$ cat src/hdl/rtc_cal_params.svh
// Constants for the calendar counting chain: offsets, fields, resets and timing
`ifndef RTC_CAL_PARAMS_SVH
`define RTC_CAL_PARAMS_SVH

// ----------------------------------------------------------------
// Register indices on the 8-bit register port
// ----------------------------------------------------------------
`define CAL_NUM_CNT 6
`define CAL_IDX_SEC 3'h0
`define CAL_IDX_MIN 3'h1
`define CAL_IDX_HOUR 3'h2
`define CAL_IDX_DAY 3'h3
`define CAL_IDX_WEEK 3'h4
`define CAL_IDX_MONTH 3'h5
`define CAL_IDX_CTRL0 3'h6

// ----------------------------------------------------------------
// Field positions
// ----------------------------------------------------------------
`define CAL_CTRL0_HSEL_BIT 3
`define CAL_HOUR_PM_BIT 5

// ----------------------------------------------------------------
// Reset values
// ----------------------------------------------------------------
`define CAL_RST_SEC 8'h00
`define CAL_RST_MIN 8'h00
`define CAL_RST_HOUR 8'h12
`define CAL_RST_DAY 8'h01
`define CAL_RST_WEEK 8'h00
`define CAL_RST_MONTH 8'h01
`define CAL_RST_HSEL 1'b0

// ----------------------------------------------------------------
// Counter limits, binary
// ----------------------------------------------------------------
`define CAL_SEC_MAX 8'd59
`define CAL_MIN_MAX 8'd59
`define CAL_HOUR24_MAX 8'd23
`define CAL_WEEK_MAX 8'd6
`define CAL_MONTH_MAX 8'd12
`define CAL_DAY_MIN 8'd1
`define CAL_MONTH_MIN 8'd1

// ----------------------------------------------------------------
// Timing: calendar count clock derived from the system clock
// ----------------------------------------------------------------
`define CAL_CLK_HZ 125000000
`define CAL_FRTC_HZ 32768
`define CAL_CE_DIV (`CAL_CLK_HZ / `CAL_FRTC_HZ)

`endif

$ cat src/hdl/rtc_cal_pkg.sv
// Types shared by the calendar counting chain modules
package rtc_cal_pkg;
	typedef logic [7:0] bcd_t;
	typedef logic [2:0] cal_idx_t;
	typedef logic [5:0][7:0] cal_bank_t;
	typedef logic [5:0] cal_flags_t;
endpackage

$ cat src/hdl/cal_wbuf_if.sv
// Carrier between the counting chain and its write holding buffer
`timescale 1ns/1ps
interface cal_wbuf_if;
	import rtc_cal_pkg::*;
	logic wr;
	cal_idx_t idx;
	bcd_t wdata;
	logic xfer;
	cal_flags_t pend;
	cal_bank_t data;

	modport chain (output wr, output idx, output wdata, output xfer, input pend, input data);
	modport store (input wr, input idx, input wdata, input xfer, output pend, output data);
endinterface

$ cat src/hdl/cal_write_buffer.sv
// Holding buffer for software writes to the calendar count registers
`timescale 1ns/1ps
`include "rtc_cal_params.svh"
module cal_write_buffer
	import rtc_cal_pkg::*;
(
	input wire logic i_clk,
	input wire logic i_rst,
	cal_wbuf_if.store bus
);
	// ----------------------------------------------------------------
	// Per-register byte and pending flag
	// ----------------------------------------------------------------
	genvar g;
	generate
		for (g = 0; g < `CAL_NUM_CNT; g++) begin : g_slot
			logic hit;
			assign hit = bus.wr && (bus.idx == 3'(g));

			// A write landing with the transfer stays pending for the next one
			always_ff @(posedge i_clk) begin
				if (i_rst) begin
					bus.pend[g] <= 1'b0;
				end else if (hit) begin
					bus.pend[g] <= 1'b1;
				end else if (bus.xfer) begin
					bus.pend[g] <= 1'b0;
				end
			end

			// Data held in a register so the chain reads a stable byte
			always_ff @(posedge i_clk) begin
				if (i_rst) begin
					bus.data[g] <= 8'h00;
				end else if (hit) begin
					bus.data[g] <= bus.wdata;
				end
			end
		end
	endgenerate
endmodule

$ cat src/hdl/rtc_calendar_count_chain.sv
// Calendar counting chain: BCD seconds to month with buffered software writes
`timescale 1ns/1ps
`include "rtc_cal_params.svh"
module rtc_calendar_count_chain
	import rtc_cal_pkg::*;
(
	input wire logic i_clk,
	input wire logic i_rst,
	input wire logic i_subsec_ovf,
	input wire logic i_leap_year,
	input wire logic i_wr,
	input wire logic i_rd,
	input wire logic [2:0] i_addr,
	input wire logic [7:0] i_wdata,
	output logic [7:0] o_rdata,
	output logic o_rd_valid,
	output logic o_count_tick
);
	// ----------------------------------------------------------------
	// Helpers
	// ----------------------------------------------------------------
	function automatic logic [7:0] bcd2bin(input bcd_t v);
		bcd2bin = 8'(8'(v[7:4]) * 8'd10 + 8'(v[3:0]));
	endfunction

	function automatic bcd_t bin2bcd(input logic [7:0] b);
		bin2bcd = {4'(b / 8'd10), 4'(b % 8'd10)};
	endfunction

	// Stored hour to 0..23; select bit 0 is the 12-hour system
	function automatic logic [7:0] hour_to24(input bcd_t h, input logic mode24);
		logic [7:0] hr;
		hr = bcd2bin({3'b000, h[4:0]});
		if (mode24) begin
			hour_to24 = bcd2bin(h);
		end else begin
			hour_to24 = 8'((hr == 8'd12) ? 8'd0 : hr) + (h[`CAL_HOUR_PM_BIT] ? 8'd12 : 8'd0);
		end
	endfunction

	// 0..23 to stored form; the afternoon flag adds 20 in BCD
	function automatic bcd_t hour_from24(input logic [7:0] b, input logic mode24);
		logic [7:0] hr;
		hr = b % 8'd12;
		if (hr == 8'd0) begin
			hr = 8'd12;
		end
		if (mode24) begin
			hour_from24 = bin2bcd(b);
		end else begin
			hour_from24 = bin2bcd(hr) | ((b >= 8'd12) ? 8'h20 : 8'h00);
		end
	endfunction

	// Days in the current month, BCD month in
	function automatic logic [7:0] month_len(input bcd_t mo, input logic leap);
		case (mo)
			8'h02: month_len = leap ? 8'd29 : 8'd28;
			8'h04, 8'h06, 8'h09, 8'h11: month_len = 8'd30;
			default: month_len = 8'd31;
		endcase
	endfunction

	// ----------------------------------------------------------------
	// State
	// ----------------------------------------------------------------
	cal_wbuf_if wb ();
	logic [11:0] div_q;
	logic ce_q;
	logic leap_s1_q, leap_s2_q;
	logic sub_pend_q;
	logic hsel_q, hsel_d;
	bcd_t sec_q, min_q, hour_q, day_q, week_q, mon_q;
	bcd_t sec_d, min_d, hour_d, day_d, week_d, mon_d;
	logic sec_c, min_c, hour_c, day_c;
	logic day_inc;
	logic hsel_chg;
	logic [7:0] s_b, m_b, h24, d_b, w_b, mo_b, dmax;

	cal_write_buffer u_wbuf (
		.i_clk(i_clk),
		.i_rst(i_rst),
		.bus(wb.store)
	);

	// ----------------------------------------------------------------
	// Calendar count clock enable
	// ----------------------------------------------------------------
	// One-cycle pulse per count clock; the whole chain advances on it
	always_ff @(posedge i_clk) begin
		if (i_rst) begin
			div_q <= 12'h000;
			ce_q <= 1'b0;
		end else if (div_q == 12'(`CAL_CE_DIV - 1)) begin
			div_q <= 12'h000;
			ce_q <= 1'b1;
		end else begin
			div_q <= div_q + 12'h001;
			ce_q <= 1'b0;
		end
	end

	// Leap-year strap comes from a pin; two stages before use
	always_ff @(posedge i_clk) begin
		if (i_rst) begin
			leap_s1_q <= 1'b0;
			leap_s2_q <= 1'b0;
		end else begin
			leap_s1_q <= i_leap_year;
			leap_s2_q <= leap_s1_q;
		end
	end

	// Sub-second overflow held until the next count clock; a new one wins the clear
	always_ff @(posedge i_clk) begin
		if (i_rst) begin
			sub_pend_q <= 1'b0;
		end else if (i_subsec_ovf) begin
			sub_pend_q <= 1'b1;
		end else if (ce_q) begin
			sub_pend_q <= 1'b0;
		end
	end

	// ----------------------------------------------------------------
	// Register port: writes into the holding buffer, control direct
	// ----------------------------------------------------------------
	assign wb.wr = i_wr && (i_addr < 3'(`CAL_NUM_CNT));
	assign wb.idx = i_addr;
	assign wb.wdata = i_wdata;
	assign wb.xfer = ce_q;

	// Hour system select is taken at once, not through the buffer
	always_comb begin
		hsel_d = hsel_q;
		if (i_wr && (i_addr == `CAL_IDX_CTRL0)) begin
			hsel_d = i_wdata[`CAL_CTRL0_HSEL_BIT];
		end
	end
	assign hsel_chg = hsel_d != hsel_q;

	always_ff @(posedge i_clk) begin
		if (i_rst) begin
			hsel_q <= `CAL_RST_HSEL;
		end else begin
			hsel_q <= hsel_d;
		end
	end

	// ----------------------------------------------------------------
	// Counting chain, next values
	// ----------------------------------------------------------------
	// A pending write lands at the count clock and blocks the carry into it
	always_comb begin
		s_b = bcd2bin(sec_q);
		m_b = bcd2bin(min_q);
		h24 = hour_to24(hour_q, hsel_q);
		d_b = bcd2bin(day_q);
		w_b = bcd2bin(week_q);
		mo_b = bcd2bin(mon_q);
		dmax = month_len(mon_q, leap_s2_q);

		// Seconds
		sec_d = sec_q;
		sec_c = 1'b0;
		if (ce_q && wb.pend[`CAL_IDX_SEC]) begin
			sec_d = wb.data[`CAL_IDX_SEC];
		end else if (ce_q && sub_pend_q) begin
			sec_c = s_b >= `CAL_SEC_MAX;
			sec_d = sec_c ? 8'h00 : bin2bcd(s_b + 8'd1);
		end

		// Minutes
		min_d = min_q;
		min_c = 1'b0;
		if (ce_q && wb.pend[`CAL_IDX_MIN]) begin
			min_d = wb.data[`CAL_IDX_MIN];
		end else if (sec_c) begin
			min_c = m_b >= `CAL_MIN_MAX;
			min_d = min_c ? 8'h00 : bin2bcd(m_b + 8'd1);
		end

		// Hours, kept in the active system; re-encoded when the system changes
		hour_d = hour_q;
		hour_c = 1'b0;
		if (ce_q && wb.pend[`CAL_IDX_HOUR]) begin
			hour_d = wb.data[`CAL_IDX_HOUR];
		end else if (min_c) begin
			hour_c = h24 >= `CAL_HOUR24_MAX;
			hour_d = hour_from24(hour_c ? 8'd0 : h24 + 8'd1, hsel_d);
		end else if (hsel_chg) begin
			hour_d = hour_from24(h24, hsel_d);
		end

		// Day of month, length from month and leap year
		day_d = day_q;
		day_c = 1'b0;
		day_inc = 1'b0;
		if (ce_q && wb.pend[`CAL_IDX_DAY]) begin
			day_d = wb.data[`CAL_IDX_DAY];
		end else if (hour_c) begin
			day_inc = 1'b1;
			day_c = d_b >= dmax;
			day_d = day_c ? bin2bcd(`CAL_DAY_MIN) : bin2bcd(d_b + 8'd1);
		end

		// Weekday follows every day increment
		week_d = week_q;
		if (ce_q && wb.pend[`CAL_IDX_WEEK]) begin
			week_d = wb.data[`CAL_IDX_WEEK];
		end else if (day_inc) begin
			week_d = (w_b >= `CAL_WEEK_MAX) ? 8'h00 : bin2bcd(w_b + 8'd1);
		end

		// Month; its carry would feed a year count not kept here
		mon_d = mon_q;
		if (ce_q && wb.pend[`CAL_IDX_MONTH]) begin
			mon_d = wb.data[`CAL_IDX_MONTH];
		end else if (day_c) begin
			mon_d = (mo_b >= `CAL_MONTH_MAX) ? bin2bcd(`CAL_MONTH_MIN) : bin2bcd(mo_b + 8'd1);
		end
	end

	// ----------------------------------------------------------------
	// Counter registers
	// ----------------------------------------------------------------
	always_ff @(posedge i_clk) begin
		if (i_rst) begin
			sec_q <= `CAL_RST_SEC;
			min_q <= `CAL_RST_MIN;
			hour_q <= `CAL_RST_HOUR;
			day_q <= `CAL_RST_DAY;
			week_q <= `CAL_RST_WEEK;
			mon_q <= `CAL_RST_MONTH;
		end else begin
			sec_q <= sec_d;
			min_q <= min_d;
			hour_q <= hour_d;
			day_q <= day_d;
			week_q <= week_d;
			mon_q <= mon_d;
		end
	end

	// ----------------------------------------------------------------
	// Read port
	// ----------------------------------------------------------------
	// Reads show the live counters; a buffered write shows only once landed
	always_ff @(posedge i_clk) begin
		if (i_rst) begin
			o_rdata <= 8'h00;
			o_rd_valid <= 1'b0;
		end else begin
			o_rd_valid <= i_rd;
			if (i_rd) begin
				case (i_addr)
					`CAL_IDX_SEC: o_rdata <= sec_q;
					`CAL_IDX_MIN: o_rdata <= min_q;
					`CAL_IDX_HOUR: o_rdata <= hour_q;
					`CAL_IDX_DAY: o_rdata <= day_q;
					`CAL_IDX_WEEK: o_rdata <= week_q;
					`CAL_IDX_MONTH: o_rdata <= mon_q;
					`CAL_IDX_CTRL0: o_rdata <= 8'(hsel_q) << `CAL_CTRL0_HSEL_BIT;
					default: o_rdata <= 8'h00;
				endcase
			end
		end
	end

	// Count clock made visible for timing software writes
	always_ff @(posedge i_clk) begin
		if (i_rst) begin
			o_count_tick <= 1'b0;
		end else begin
			o_count_tick <= ce_q;
		end
	end
endmodule

$ cat config.mk
export PLATFORM = sky130hd
export DESIGN_NAME = rtc_calendar_count_chain
export DESIGN_NICKNAME = d
export VERILOG_FILES = /design/src/hdl/rtc_cal_pkg.sv /design/src/hdl/cal_wbuf_if.sv /design/src/hdl/cal_write_buffer.sv /design/src/hdl/rtc_calendar_count_chain.sv
export VERILOG_INCLUDE_DIRS = /design/src /design/src/hdl
export SDC_FILE = /design/constraint.sdc
export NUM_CORES = 1
export LEC_CHECK = 0
export BUFFER_PORTS_ARGS = -buffer_cell sky130_fd_sc_hd__buf_2
export CORE_MARGIN = 2
export CORE_UTILIZATION = 44
export DETAILED_ROUTE_END_ITERATION = 16
export GPL_TIMING_DRIVEN = 1
export PLACE_DENSITY_LB_ADDON = 0.05
export SYNTH_ARGS = -nofsm -noshare
export SYNTH_HDL_FRONTEND = slang
export SYNTH_SLANG_ARGS = --single-unit
$ cat constraint.sdc
create_clock -name i_clk -period 13 [get_ports i_clk]
set_input_delay 2.6 -clock i_clk [delete_from_list [all_inputs] [get_ports i_clk]]
set_output_delay 2.6 -clock i_clk [all_outputs]
set_load 0.01 [all_outputs]
Word-level counts from Yosys, hierarchy flattened
Index checks and enable logic that the tools add are counted.
Widths: inputs -> output; s select.

cells by class
  bitwise logic cells = 2
  add/subtract/negate cells = 15
  multipliers = 7
  reduce and logical (&&, ||, !) cells = 33
  order comparisons = 9
  shift-type cells = 0
  equality and inequality tests = 14
  multiplexer cells = 56
  div/mod/pow operators = 20

operator list
  operator               number
  $mux 8                 29
  $mod 8x4->8 const B    11
  $div 8x4->8 const B    9
  $pmux 8 s7             1
  $add 8x1->8 const B    6
  $add 8x4->8            6
  $mul 4x3->7 const B    6
  $ge 8x4->1 const B     3
  $reduce_bool 2->1      12
  $mux 1                 21
  $mux 6                 3
  $eq 8x3->1 const B     2
  $ge 8x6->1 const B     2
  $logic_not 8->1        2
  $or 8x6->8             2
  $logic_and 1x1->1      15
  $add 12x1->12 const B  1
  $eq 12x12->1 const B   1
  $eq 3x3->1 const B     3
  $eq 8x2->1 const B     1
  $eq 8x4->1 const B     1
  $eq 8x5->1 const B     1
  $ge 8x3->1 const B     1
  $ge 8x5->1 const B     1
  15 further kinds       16

storage, ports and cells
  ROM bits = 0
  latch bits = 0
  memories kept = 0
  bits in registers = 129
  output and inout port bits = 10
  memory bits (writable) = 0

Longest topological paths before layout
  depth after elaboration = 18
  mapped depth = 25

Hierarchy
From an unflattened synthesis, not the netlist that was laid out.

second synthesis, totals
  cells, all modules = 1642
  area total of the unflattened synthesis = 12841.1 sq um

by module, submodules not included
  module                    seq. area each (sq um)  cells an instance  area each (sq um)  instances
  rtc_calendar_count_chain  1501.4                  1452               10725.3            1
  cal_write_buffer          1081.0                  190                2115.8             1

Least setup slack after synthesis
Ideal clock, no wire load.

  path type = input -> register
  start = input port i_addr[1]
  end = register hour_q[2]
  data arrival time = 5.580 ns
  slack = 7.288 ns
  stages = 17
  required time = 12.868 ns
  buffers on the path = 2
  setup time = 0.132 ns
  cell sequence = clkbuf_1 -> nor2b_1 -> nand3_1 -> mux2i_1 -> clkbuf_1 -> a21oi_1 -> and2_1 -> a21oi_1 -> a31oi_1 -> inv_1 -> ha_1 -> o21a_1 -> a31oi_1 -> mux2_2 -> nor2b_1 -> o211ai_1 -> o21ai_0

on the way
  longest elaborated chain between the ends = 7

ends and longest elaborated chain
  element                line                             source
  from (decl)            rtc_calendar_count_chain.sv:13   input wire logic [2:0] i_addr,
  $eq 3x3->1 (*)         --
  $logic_and 1x1->1 (*)  rtc_calendar_count_chain.sv:136  if (i_wr && (i_addr == `CAL_IDX_CTRL0)) begin
  $mux 1 (*)             rtc_calendar_count_chain.sv:136
  $mux 8                 rtc_calendar_count_chain.sv:48   if (mode24) begin
  $mux 8                 rtc_calendar_count_chain.sv:191  end else if (hsel_chg) begin
  $mux 8                 rtc_calendar_count_chain.sv:188  end else if (min_c) begin
  $mux 8                 rtc_calendar_count_chain.sv:186  if (ce_q && wb.pend[`CAL_IDX_HOUR]) begin
  to (signal assigned)   rtc_calendar_count_chain.sv:231  hour_q <= `CAL_RST_HOUR;
  to (signal assigned)   rtc_calendar_count_chain.sv:238  hour_q <= hour_d;
  to (decl)              rtc_calendar_count_chain.sv:73   bcd_t sec_q, min_q, hour_q, day_q, week_q, mon_q;

Mark *: on every way between the ends. The rest lies on a longest branch, timed or not. The select of a mux whose other input is x is not followed.
A chain may end at the register's enable or synchronous reset.

Worst setup path after layout
  start = input port i_addr[0]
  end = register hour_q[3]

The elaborated chain is that of the path after synthesis.

==> flow_metrics.tcl <==
set metrics [dict create \
    vias 13100 \
    seq_area_frac_synth 0.199 \
    fin_cells 2133 \
    clk_pin_slew_ns 0.06 \
    grt_overflow_total 0 \
    drc_errors 0 \
    wl_per_cell_um 17.8 \
    switchingPower_uw 308 \
    r2r_start "day_q[7]$_SDFFE_PP0P_" \
    antenna_left 0 \
    ioPinCount 27 \
    portBuffers 26 \
    synth_ff_type "dfxtp_1" \
    worstSetupPathType "in2reg" \
    peakVddDrop_uv 70.7 \
    drt-total-wl_mm 38.0 \
    die_y_um 176 \
    cts_root_buf "clkbuf_16" \
    yosys.area.top_type_share 0.199 \
    grt_pass1_wl_mm 62.7 \
    p_sw_frac 0.293 \
    synth_area_mm2 0.0130 \
    min_period_ns 6.39 \
    finalCritPeriodShare 0.491 \
    async_reset_ff_frac 0 \
    crit_fanout 32 \
    post-dp-hpwl_mm 28.8 \
    worst_pin_slew_ns 1.09 \
    hold_violations 0 \
    routabilityCongestion 0.925 \
    cp-end-kind "flip-flop" \
    holdWs_ns 0.449 \
    reg2reg_slack_ns 6.70 \
    slew_headroom 0.265 \
    seqPwrFrac 0.388 \
    layout.nets 1844 \
    cts_resized 0 \
    synth-seq-cells 129 \
    rsz0062_at_grt "no" \
    worstSetupStartpointType "input pin" \
    area_growth_pct 7.36 \
    synth_edf_count 0 \
    hold_class "reg2reg" \
    cts_hold_buf 0 \
    vias_per_cell 6.12 \
    crit_path_start "i_addr[0]" \
    setup_viol 0 \
    min_from "u_wbuf.bus.data[19]$_SDFFE_PP0P_" \
    worstSkewPairLatency_ns 0.43 \
    status "finished clean" \
    cap_violations 0 \
    stdcell_area_mm2 0.0139 \
    core_mm2 0.0289 \
    critPathRequiredTime_ns 13.32 \
    fin_tns_setup_ns 0 \
    die-area_mm2 0.0308 \
    intPower_uw 742 \
    p_per_area_mw_per_mm2 75.5 \
    syn_avg_cell_area_um2 7.39 \
    dp_cells 2099 \
    die_w_um 176 \
    synth_most_common_cell "nand2_1" \
    maxSlewViolCount 0 \
    clock_power_share 0.440 \
    grt_pass1_vias 12100 \
    cts_made_buffers 17 \
    yosys_warnings 0 \
    critPathArrivalTime_ns 6.71 \
    synth_cells 1754 \
    leakagePower_uw 0.00558 \
    drt_iter0_markers 1000 \
    p_total_uw 1050 \
    p_comb_frac 0.172 \
    grtUsageTotal 0.247 \
    placed_area_mm2 0.0133 \
    clockBufferDepth 2 \
    clock_sinks 129 \
    ys_types 96 \
    finalClockSkew_ns 0.0136 \
    cts_setup_buffers 0 \
    htreeDepth 4 \
    clock.fmax_mhz 157 \
    drt-pass1-iter-count 7 \
    row_count 62 \
    cts_tree "built" \
    syn_nets 1864 \
    ys_top_cells_by_count "nand2_1, a21oi_1, nor2_1, dfxtp_1, ha_1" \
    drive_above_1_share 0.0704 \
    grt_start_max_net_pins 65 \
    synth.largest_area_cell "dfxtp_1" \
    synth_area_leaders "dfxtp_1, ha_1, nand2_1" \
    antenna_found_initial 3 \
    initial_core_util 0.449 \
]
power by group through the flow:
| stage | combinational (µW) | sequential, µW | clock [µW] |
|---|---|---|---|
| after floorplan | 133 | 415 | 0 |
| after global placement | 176 | 416 | 0 |
| after detailed placement | 178 | 416 | 0 |
| after CTS | 178 | 408 | 467 |
| after global routing | 201 | 408 | 485 |
| final | 180 | 408 | 462 |
critical path: stages:
cell     delay, ns
buf_2         0.46
nor2b_1       0.12
nand3_1       0.20
mux2i_1       0.87
nor2_1        0.24
a311o_1       0.38
a31oi_1       0.21
inv_1         0.11
ha_1          0.21
o21a_1        0.11
a31oi_1       0.29
xor2_1        0.29
ha_1          0.20
inv_1         0.05
a21oi_1       0.11
a31oi_1       0.05
a21o_1        0.15
flip-flops by register name, summed over array words and instances, names as in the netlist, 6 cells and up:
signal and count:
hour_q 8, sec_q 8, div_q 12, week_q 8, min_q 8, o_rdata 8
u_wbuf.bus.pend 6, day_q 8, mon_q 8, u_wbuf.bus.data 48
path summary, 6_finish.rpt:
check	cells after the start	endpoint
max	17	hour_q[3]$_SDFFE_PP0P_
min	2	u_wbuf.bus.data[19]$_SDFFE_PP0P_
max reg2reg	22	day_q[2]$_SDFFE_PP0P_
min reg2reg	2	u_wbuf.bus.data[19]$_SDFFE_PP0P_
final cells by class:
type | instances | area (µm²)
Antenna cell | 2 | 5.00
Clock buffer | 21 | 460
Clock inverter | 11 | 105
Fill cell | 2969 | 14900
Inverter | 53 | 199
Multi-Input combinational cell | 1499 | 9880
Sequential cell | 129 | 2580
Tap cell | 384 | 480
Timing Repair Buffer | 34 | 193
cells by family after synthesis:
group	count (synthesis)	share of synthesized area
flip-flops	129	0.199
XOR/XNOR	95	0.0665
AO/OA/AOI/OAI	581	0.308
buffers and inverters	126	0.0378
multiplexers	48	0.0414
AND/OR/NAND/NOR	677	0.247
adder cells (fa/ha/maj)	98	0.101
cells in the final DEF, fill, tap and decap left out, types with 12 or more instances in the layout:
cell / count
a22oi_1: 25
nand2b_1: 18
inv_1: 49
o211ai_1: 25
nand2_1: 230
o21ai_0: 71
a21o_1: 29
dfxtp_1: 129
mux2i_1: 30
mux2_2: 14
clkbuf_16: 17
a31oi_1: 37
or3_1: 15
xor2_1: 31
fa_1: 12
and2_1: 27
a211oi_1: 34
a221oi_1: 16
buf_2: 25
nor3_1: 52
a21oi_1: 163
and3_1: 31
o21a_1: 18
nand3_1: 78
ha_1: 81
xnor2_1: 61
nor4_1: 19
nor2_1: 151
metal layers:
metal	part of all wire	track usage	wire length, µm
met1	0.48	0.343	18300
met5	0.00029	0	11
met4	0.021	0.0727	805
met3	0.039	0.0303	1480
met2	0.46	0.401	17400
metrics by stage:
step / setup slack [ns] / util
final: 6.61 / 0.482
after global routing: 6.13 / 0.482
after CTS: 6.67 / 0.482
after detailed placement: 6.25 / 0.462
after global placement: 6.33 / 0.462
after floorplan: 7.29 / -
(Power assumes the default switching activity.)
